==> src/rtl/lacf_regs.vh <==
// Register offsets, field positions, reset values and timing counts for the light ADC configuration block
`ifndef LACF_REGS_VH
`define LACF_REGS_VH

// ----------------------------------------------------------------
// Register indices (byte address = index * 4)
// ----------------------------------------------------------------
`define LACF_IDX_IR_SEL      8'h0e
`define LACF_IDX_AUX_SEL     8'h0f
`define LACF_IDX_VIS_REC     8'h10
`define LACF_IDX_VIS_GAIN    8'h11
`define LACF_IDX_CTRL        8'h20
`define LACF_IDX_STATUS      8'h21
`define LACF_IDX_REV         8'h22

// ----------------------------------------------------------------
// Reset values
// ----------------------------------------------------------------
`define LACF_RST_IR_SEL      8'h00
`define LACF_RST_AUX_SEL     8'h65
`define LACF_RST_VIS_REC     8'h70
`define LACF_RST_VIS_GAIN    8'h00

// ----------------------------------------------------------------
// Field positions and writable masks
// ----------------------------------------------------------------
`define LACF_REC_MSB         6
`define LACF_REC_LSB         4
`define LACF_GAIN_MSB        2
`define LACF_GAIN_LSB        0
`define LACF_MASK_VIS_REC    8'h70
`define LACF_MASK_VIS_GAIN   8'h07

// ----------------------------------------------------------------
// Input select encodings
// ----------------------------------------------------------------
`define LACF_IR_SMALL        8'h00
`define LACF_IR_LARGE        8'h03
`define LACF_AUX_TEMP        8'h65
`define LACF_AUX_VDD         8'h75

// Analog mux codes driven to the front end
`define LACF_MUX_NONE        3'h0
`define LACF_MUX_IR_SMALL    3'h1
`define LACF_MUX_IR_LARGE    3'h2
`define LACF_MUX_TEMP        3'h3
`define LACF_MUX_VDD         3'h4

// ----------------------------------------------------------------
// Timing
// ----------------------------------------------------------------
`define LACF_CLK_PERIOD_NS   10
`define LACF_ADC_BASE_NS     50
`define LACF_ADC_BASE_CYC    (`LACF_ADC_BASE_NS / `LACF_CLK_PERIOD_NS)

// Measurement kinds requested by the sequencer
`define LACF_KIND_VIS        2'h0
`define LACF_KIND_IR         2'h1
`define LACF_KIND_AUX        2'h2

`endif

==> src/rtl/lacf_adc_tick.v <==
// ADC clock enable divider: base period times two to the gain
`timescale 1ns/10ps
module lacf_adc_tick #(
  parameter BASE_CYC = 5
) (
  // Clock and reset
  input  wire       clk_sys,
  input  wire       rst,
  // Control
  input  wire       run,
  input  wire [2:0] gain,
  // Enable out
  output reg        tick
);

  reg [15:0] cnt;
  wire [15:0] limit;

  // Period in system cycles is BASE_CYC shifted by gain
  assign limit = (BASE_CYC[15:0] << gain) - 16'h0001;

  // Free count while running, one-cycle pulse at wrap
  always @(posedge clk_sys) begin
    if (rst || !run) begin
      cnt  <= 16'h0000;
      tick <= 1'b0;
    end else if (cnt >= limit) begin
      cnt  <= 16'h0000;
      tick <= 1'b1;
    end else begin
      cnt  <= cnt + 16'h0001;
      tick <= 1'b0;
    end
  end

endmodule

==> src/rtl/lacf_top.v <==
// Light ADC input select, recovery and gain configuration with measurement timing
`timescale 1ns/10ps
`include "lacf_regs.vh"
module lacf_top #(
  parameter INTEG_CLKS = 16
) (
  // Clock and reset
  input  wire        clk_sys,
  input  wire        rst,
  // Wishbone slave
  input  wire        wb_cyc_i,
  input  wire        wb_stb_i,
  input  wire        wb_we_i,
  input  wire [9:0]  wb_adr_i,
  input  wire [3:0]  wb_sel_i,
  input  wire [31:0] wb_dat_i,
  output reg  [31:0] wb_dat_o,
  output reg         wb_ack_o,
  // Sequencer request
  input  wire        meas_start,
  input  wire [1:0]  meas_kind,
  // Front end control
  output reg  [2:0]  adc_mux,
  output reg         adc_ref_gnd,
  output reg         adc_recover,
  output reg         adc_integrate,
  output reg         adc_clk_en,
  output reg         meas_done
);

  // ----------------------------------------------------------------
  // Registers
  // ----------------------------------------------------------------
  reg [7:0]  ir_ambient_input_select;
  reg [7:0]  auxiliary_input_select;
  reg [7:0]  visible_recovery_period;
  reg [7:0]  visible_integration_gain;
  reg        early_rev;
  reg        sel_error;
  reg        busy;

  wire [7:0] idx;
  wire       bus_req;
  wire       bus_wr;

  assign idx     = wb_adr_i[9:2];
  assign bus_req = wb_cyc_i && wb_stb_i && !wb_ack_o;
  assign bus_wr  = bus_req && wb_we_i && wb_sel_i[0];

  // Recovery length in ADC clocks for a code
  function [9:0] rec_clocks;
    input [2:0] code;
    begin
      if (code == 3'h0) begin
        rec_clocks = 10'h001;
      end else begin
        rec_clocks = (10'h008 << (code - 3'h1)) - 10'h001;
      end
    end
  endfunction

  // ----------------------------------------------------------------
  // Register writes, reserved bits masked
  // ----------------------------------------------------------------
  always @(posedge clk_sys) begin
    if (rst) begin
      ir_ambient_input_select  <= `LACF_RST_IR_SEL;
      auxiliary_input_select   <= `LACF_RST_AUX_SEL;
      visible_recovery_period  <= `LACF_RST_VIS_REC;
      visible_integration_gain <= `LACF_RST_VIS_GAIN;
      early_rev                <= 1'b0;
    end else if (bus_wr) begin
      case (idx)
        `LACF_IDX_IR_SEL: begin
          ir_ambient_input_select <= wb_dat_i[7:0];
        end
        `LACF_IDX_AUX_SEL: begin
          auxiliary_input_select <= wb_dat_i[7:0];
        end
        `LACF_IDX_VIS_REC: begin
          visible_recovery_period <= wb_dat_i[7:0] & `LACF_MASK_VIS_REC;
        end
        `LACF_IDX_VIS_GAIN: begin
          visible_integration_gain <= wb_dat_i[7:0] & `LACF_MASK_VIS_GAIN;
        end
        `LACF_IDX_CTRL: begin
          early_rev <= wb_dat_i[0];
        end
        default: begin
          early_rev <= early_rev;
        end
      endcase
    end
  end

  // ----------------------------------------------------------------
  // Bus answer: one cycle ack, zero for unmapped
  // ----------------------------------------------------------------
  always @(posedge clk_sys) begin
    if (rst) begin
      wb_ack_o <= 1'b0;
      wb_dat_o <= 32'h0000_0000;
    end else begin
      wb_ack_o <= bus_req;
      wb_dat_o <= 32'h0000_0000;
      if (bus_req && !wb_we_i) begin
        case (idx)
          `LACF_IDX_IR_SEL:   wb_dat_o <= {24'h00_0000, ir_ambient_input_select};
          `LACF_IDX_AUX_SEL:  wb_dat_o <= {24'h00_0000, auxiliary_input_select};
          `LACF_IDX_VIS_REC:  wb_dat_o <= {24'h00_0000, visible_recovery_period};
          `LACF_IDX_VIS_GAIN: wb_dat_o <= {24'h00_0000, visible_integration_gain};
          `LACF_IDX_CTRL:     wb_dat_o <= {31'h0000_0000, early_rev};
          `LACF_IDX_STATUS:   wb_dat_o <= {28'h000_0000, sel_error, adc_integrate, adc_recover, busy};
          default:            wb_dat_o <= 32'h0000_0000;
        endcase
      end
    end
  end

  // ----------------------------------------------------------------
  // Measurement sequencing
  // ----------------------------------------------------------------
  localparam ST_IDLE  = 2'h0;
  localparam ST_REC   = 2'h1;
  localparam ST_INTEG = 2'h2;

  reg [1:0]  state;
  reg [9:0]  remain;
  reg [2:0]  cur_gain;
  wire       tick;
  reg  [2:0] next_mux;
  reg        next_valid;
  reg        next_timed;

  wire [2:0] rec_code;
  wire [2:0] gain_code;
  assign rec_code  = visible_recovery_period[`LACF_REC_MSB:`LACF_REC_LSB];
  assign gain_code = visible_integration_gain[`LACF_GAIN_MSB:`LACF_GAIN_LSB];

  // Decode the input for a requested kind
  always @* begin
    next_mux   = `LACF_MUX_NONE;
    next_valid = 1'b1;
    next_timed = 1'b0;
    case (meas_kind)
      `LACF_KIND_VIS: begin
        next_timed = 1'b1;
      end
      `LACF_KIND_IR: begin
        next_timed = early_rev;
        if (ir_ambient_input_select == `LACF_IR_SMALL) begin
          next_mux = `LACF_MUX_IR_SMALL;
        end else if (ir_ambient_input_select == `LACF_IR_LARGE) begin
          next_mux = `LACF_MUX_IR_LARGE;
        end else begin
          next_valid = 1'b0;
        end
      end
      `LACF_KIND_AUX: begin
        if (auxiliary_input_select == `LACF_AUX_TEMP) begin
          next_mux = `LACF_MUX_TEMP;
        end else if (auxiliary_input_select == `LACF_AUX_VDD) begin
          next_mux = `LACF_MUX_VDD;
        end else begin
          next_valid = 1'b0;
        end
      end
      default: begin
        next_valid = 1'b0;
      end
    endcase
  end

  // ADC clock enable, slowed by gain when timed by the visible settings
  lacf_adc_tick #(
    .BASE_CYC (`LACF_ADC_BASE_CYC)
  ) u_tick (
    .clk_sys (clk_sys),
    .rst     (rst),
    .run     (busy),
    .gain    (cur_gain),
    .tick    (tick)
  );

  // Recovery (visible, or IR with early_rev set) then integration, counted in ADC clocks
  always @(posedge clk_sys) begin
    if (rst) begin
      state         <= ST_IDLE;
      remain        <= 10'h000;
      cur_gain      <= 3'h0;
      busy          <= 1'b0;
      adc_mux       <= `LACF_MUX_NONE;
      adc_ref_gnd   <= 1'b0;
      adc_recover   <= 1'b0;
      adc_integrate <= 1'b0;
      adc_clk_en    <= 1'b0;
      meas_done     <= 1'b0;
      sel_error     <= 1'b0;
    end else begin
      meas_done  <= 1'b0;
      adc_clk_en <= tick;
      if (bus_wr && idx == `LACF_IDX_STATUS && wb_dat_i[3]) begin
        sel_error <= 1'b0;
      end
      case (state)
        ST_IDLE: begin
          if (meas_start) begin
            if (!next_valid) begin
              sel_error <= 1'b1;
              meas_done <= 1'b1;
            end else begin
              busy        <= 1'b1;
              adc_mux     <= next_mux;
              adc_ref_gnd <= (meas_kind == `LACF_KIND_AUX);
              cur_gain    <= next_timed ? gain_code : 3'h0;
              if (next_timed) begin
                remain      <= rec_clocks(rec_code);
                adc_recover <= 1'b1;
                state       <= ST_REC;
              end else begin
                remain        <= INTEG_CLKS[9:0];
                adc_integrate <= 1'b1;
                state         <= ST_INTEG;
              end
            end
          end
        end
        ST_REC: begin
          if (tick) begin
            if (remain == 10'h001) begin
              adc_recover   <= 1'b0;
              adc_integrate <= 1'b1;
              remain        <= INTEG_CLKS[9:0];
              state         <= ST_INTEG;
            end else begin
              remain <= remain - 10'h001;
            end
          end
        end
        ST_INTEG: begin
          if (tick) begin
            if (remain == 10'h001) begin
              adc_integrate <= 1'b0;
              adc_ref_gnd   <= 1'b0;
              adc_mux       <= `LACF_MUX_NONE;
              busy          <= 1'b0;
              meas_done     <= 1'b1;
              state         <= ST_IDLE;
            end else begin
              remain <= remain - 10'h001;
            end
          end
        end
        default: begin
          state <= ST_IDLE;
        end
      endcase
    end
  end

  // Recovery/gain pairing is left to software; nothing checks it

endmodule

==> config.mk <==
export PLATFORM = sky130hd
export DESIGN_NAME = lacf_top
export DESIGN_NICKNAME = d
export VERILOG_FILES = /design/src/rtl/lacf_adc_tick.v /design/src/rtl/lacf_top.v
export VERILOG_INCLUDE_DIRS = /design/src /design/src/rtl
export SDC_FILE = /design/constraint.sdc
export NUM_CORES = 1
export LEC_CHECK = 0
export ABC_AREA = 1
export BUFFER_PORTS_ARGS = -buffer_cell sky130_fd_sc_hd__buf_2
export CAP_MARGIN = 20
export CORE_ASPECT_RATIO = 1.2
export CORE_UTILIZATION = 50
export DETAILED_ROUTE_END_ITERATION = 8
export PLACE_DENSITY = 0.75
export REMOVE_ABC_BUFFERS = 1
export SYNTH_ARGS = -nofsm -noshare
export SYNTH_HDL_FRONTEND = slang
export SYNTH_SLANG_ARGS = --single-unit
==> constraint.sdc <==
create_clock -name clk_sys -period 4 [get_ports clk_sys]
set_input_delay 0.2 -clock clk_sys [delete_from_list [all_inputs] [get_ports clk_sys]]
set_output_delay 0.2 -clock clk_sys [all_outputs]
set_load 0.01 [all_outputs]
==> results by group <==
CTS
  • CTS buffer count: 9
  • TritonCTS Sinks: 74
  • Worst-Skew Late Latency: 360 ps
  • Post-CTS Resized: 0
  • CTS tree: built
  • Reg clk slew, reported paths: about 80 ps
  • Clock buffer depth: 2
  • # hold bufs at CTS: 0
  • Clock root buffer: clkbuf_8
  • CTS H-Tree Depth: 3
  • Post-CTS setup buffer count: 0

Cells and area
  • Layout cells sized above 1: 11.8%
  • Antenna diodes: 0
  • Layout filler cell count: just over 800
  • Area occupied by multi-input gates: between 2000 and 2500 um2
  • Most frequent cells in the layout: nand2_1, nor2_1, inv_1
  • Finished Layout Cells: ~750
  • Area delta synth->final: 9.32%
  • Commonest non-fill, non-tap cell in the layout: nand2_1
  • FF+latch area: about 1500 um2
  • Final nets: slightly above 700

Worst setup path
  • Reg2reg start: cur_gain[1]
  • Critical Path Start Type: flop
  • Worst EP required: approximately 4300 ps
  • CP Data Arrival Time: ~2700 ps
  • R2R setup slack: between 1500 and 2000 ps
  • RR Endpoint: u_tick.cnt[10]
  • Type of the worst setup path: reg -> reg
  • FF-to-FF path depth: 11
  • CP endpoint kind: flop
  • Worst-path maximum fanout: 11
  • Critical Path Sink: u_tick.cnt[10]
  • Critical Path Start: cur_gain[1]

Synth
  • Post-Synth XOR/XNOR Area: under 10%
  • Area of the mapped netlist: around 4200 um2
  • Number of synthesized flops with an enable pin: 0
  • Largest family of logic cells by synthesized area: simple AND/OR/NAND/NOR gates
  • Yosys top cell by area: dfxtp_1
  • Yosys Warn Count: 0
  • Mean post-synth cell area: 6.93 um2
  • Post-synthesis adder-cell area fraction: approximately 6.6%
  • Synthesized netlist cell count: a little over 600
  • Register area share after synthesis: between 30% and 40%
  • Count of cell types in the netlist: 38
  • Post-Synth Simple-Gate Area: 29.8%
  • Share of the synthesized area in the top cell type: 35.4%
  • Top post-synthesis cells by area: dfxtp_1, nand2_1, nor2_1
  • Ys async rst share: 0%
  • Ys flop type: dfxtp_1
  • Yosys reg bits: 74
  • Post-synthesis mux area share: 0%
  • Compound-Gate Fraction of Synth Area: about an eighth

Die
  • Die width: about 86 um
  • Die area: ~9000 um2
  • Core area: between 8000 and 9000 um2
  • Starting density of the core: between 50% and 60%
  • # rows: 36
  • Top Ports: 95
  • Die extent in y: just over 100 um

GRT
  • Total GRT Usage: 22.8%
  • Initial antenna violation count: 0
  • First-pass GRT wire length: ~16 mm
  • Vias in the first global route: approximately 3500
  • Largest net degree at the start of global routing: 37
  • GRT overflow: 0

Detailed routing
  • DR WL/cell: ~12 um
  • Antenna Violating Nets Remaining: 0
  • DR DRC count: 0
  • Detailed Route WL: 9.21 mm
  • Via count: 3875
  • DR vias/cell: between 5 and 6
  • Drt pass-1 iters: 7
  • Initial DRC count: between 150 and 200

Placed design
  • Port bufs: between 40 and 50
  • Gp weighted congestion: 0.874
  • Dpl cells: 735
  • DPL Wire Length: just over 7 mm

STA
  • Final Setup Violations: 0
  • Max transition margin: a little under a third
  • Tightest Pin Transition: between 1000 and 1500 ps
  • Min cycle time layout: 2440 ps
  • Final period util: between 60% and 70%
  • Unrepaired setup endpoints after global routing: false
  • FMAX: 0.410 GHz
  • Setup TNS: 0 ps
  • Worst Skew: 11.9 ps
  • Pins Over Slew Limit: 0
  • Fin. Hold Viols: 0

Worst hold path
  • Hold WC Path Type: in -> reg

Status
  • Status: completed

Job
  • Maxcap violations: 0

Power and ir drop
  • Pleak: 2.16 nW
  • Peak supply drop: 0.214 mV
  • Pwr/cell area: roughly 390 nW/um2
logic make-up after synthesis:
family / count (synthesis)
XOR/XNOR: 11
AO/OA/AOI/OAI: 104
AND/OR/NAND/NOR: 281
other: 1
adder cells (fa/ha/maj): 22
buffers and inverters: 111
flip-flops: 74
report_power, final:
part	total [mW]	switching (mW)	internal (mW)
logic	0.381	0.247	0.134
clock network	0.587	0.272	0.316
registers	0.810	0.0342	0.776
total	1.78	0.552	1.23
stage by stage:
stage               utilization (%)  hold slack [ps]  total power [mW]  setup WS, ps  area (um2)
floorplan                         -              269              1.11          2080        4060
global placement               54.1              447              1.19          1750        4390
detailed placement             54.1              456              1.20          1570        4390
CTS                            56.5             88.5              1.78          1550        4580
global route                   56.5              101              1.89          1300        4580
finish                         56.5             92.8              1.78          1560        4580
layer usage:
metal,vias up,share of wire (%),GRT usage (%),routed length (um)
met4,0,3.8,14.1,353
met5,-,0,0,0
met2,113,49,40.7,4540
li1,1994,-,-,-
met1,1743,42,25.6,3910
met3,25,4.4,3.72,405
synthesized netlist by cell type, drive strengths merged, types with 7 or more instances:
| cell | n |
|---|---|
| nand2 | 120 |
| nor2 | 94 |
| inv | 78 |
| dfxtp | 74 |
| a21oi | 44 |
| o21ai | 42 |
| nand3 | 41 |
| buf | 27 |
| ha | 22 |
| nor3 | 10 |
| xor2 | 9 |
| nand4 | 7 |
| o22ai | 7 |
worst max-delay path, stage by stage, from the launching register on:
cell	delay, ps
dfxtp_1	400
inv_1	100
nor2_1	180
inv_1	80
a21oi_1	150
ha_1	250
nand2_1	80
o21ai_0	140
a21o_1	180
nand2_1	70
nand4_1	370
nor3b_1	350
worst min-delay path by stage:
| stage | startpoint | to | depth (start not counted) |
|---|---|---|---|
| floorplan | rst | adc_mux[1] | 1 |
| global placement | u_tick.cnt[0] | u_tick.cnt[0] | 1 |
| detailed placement | auxiliary_input_select[7] | wb_dat_o[7] | 2 |
| CTS | wb_dat_i[5] | auxiliary_input_select[5] | 3 |
| global route | wb_dat_i[5] | visible_recovery_period[5] | 3 |
| finish | wb_dat_i[5] | auxiliary_input_select[5] | 3 |
registers in the layout (all words and copies together) (netlist names), 2 cells and up:
register	count
adc_mux	3
auxiliary_input_select	8
cur_gain	3
ir_ambient_input_select	8
remain	10
state	2
u_tick.cnt	16
visible_integration_gain	3
visible_recovery_period	3
wb_dat_o	8
final cells by class:
class                      count  area share, %
inverter                      78           6.40
multi-input combinational    447           50.0
sequential                    74           32.4
clock inverter                 2          0.820
clock buffer                  12           3.39
timing repair buffer          41           4.48
tap                           95           2.60
Note: power is estimated with default switching activity, not from simulation.
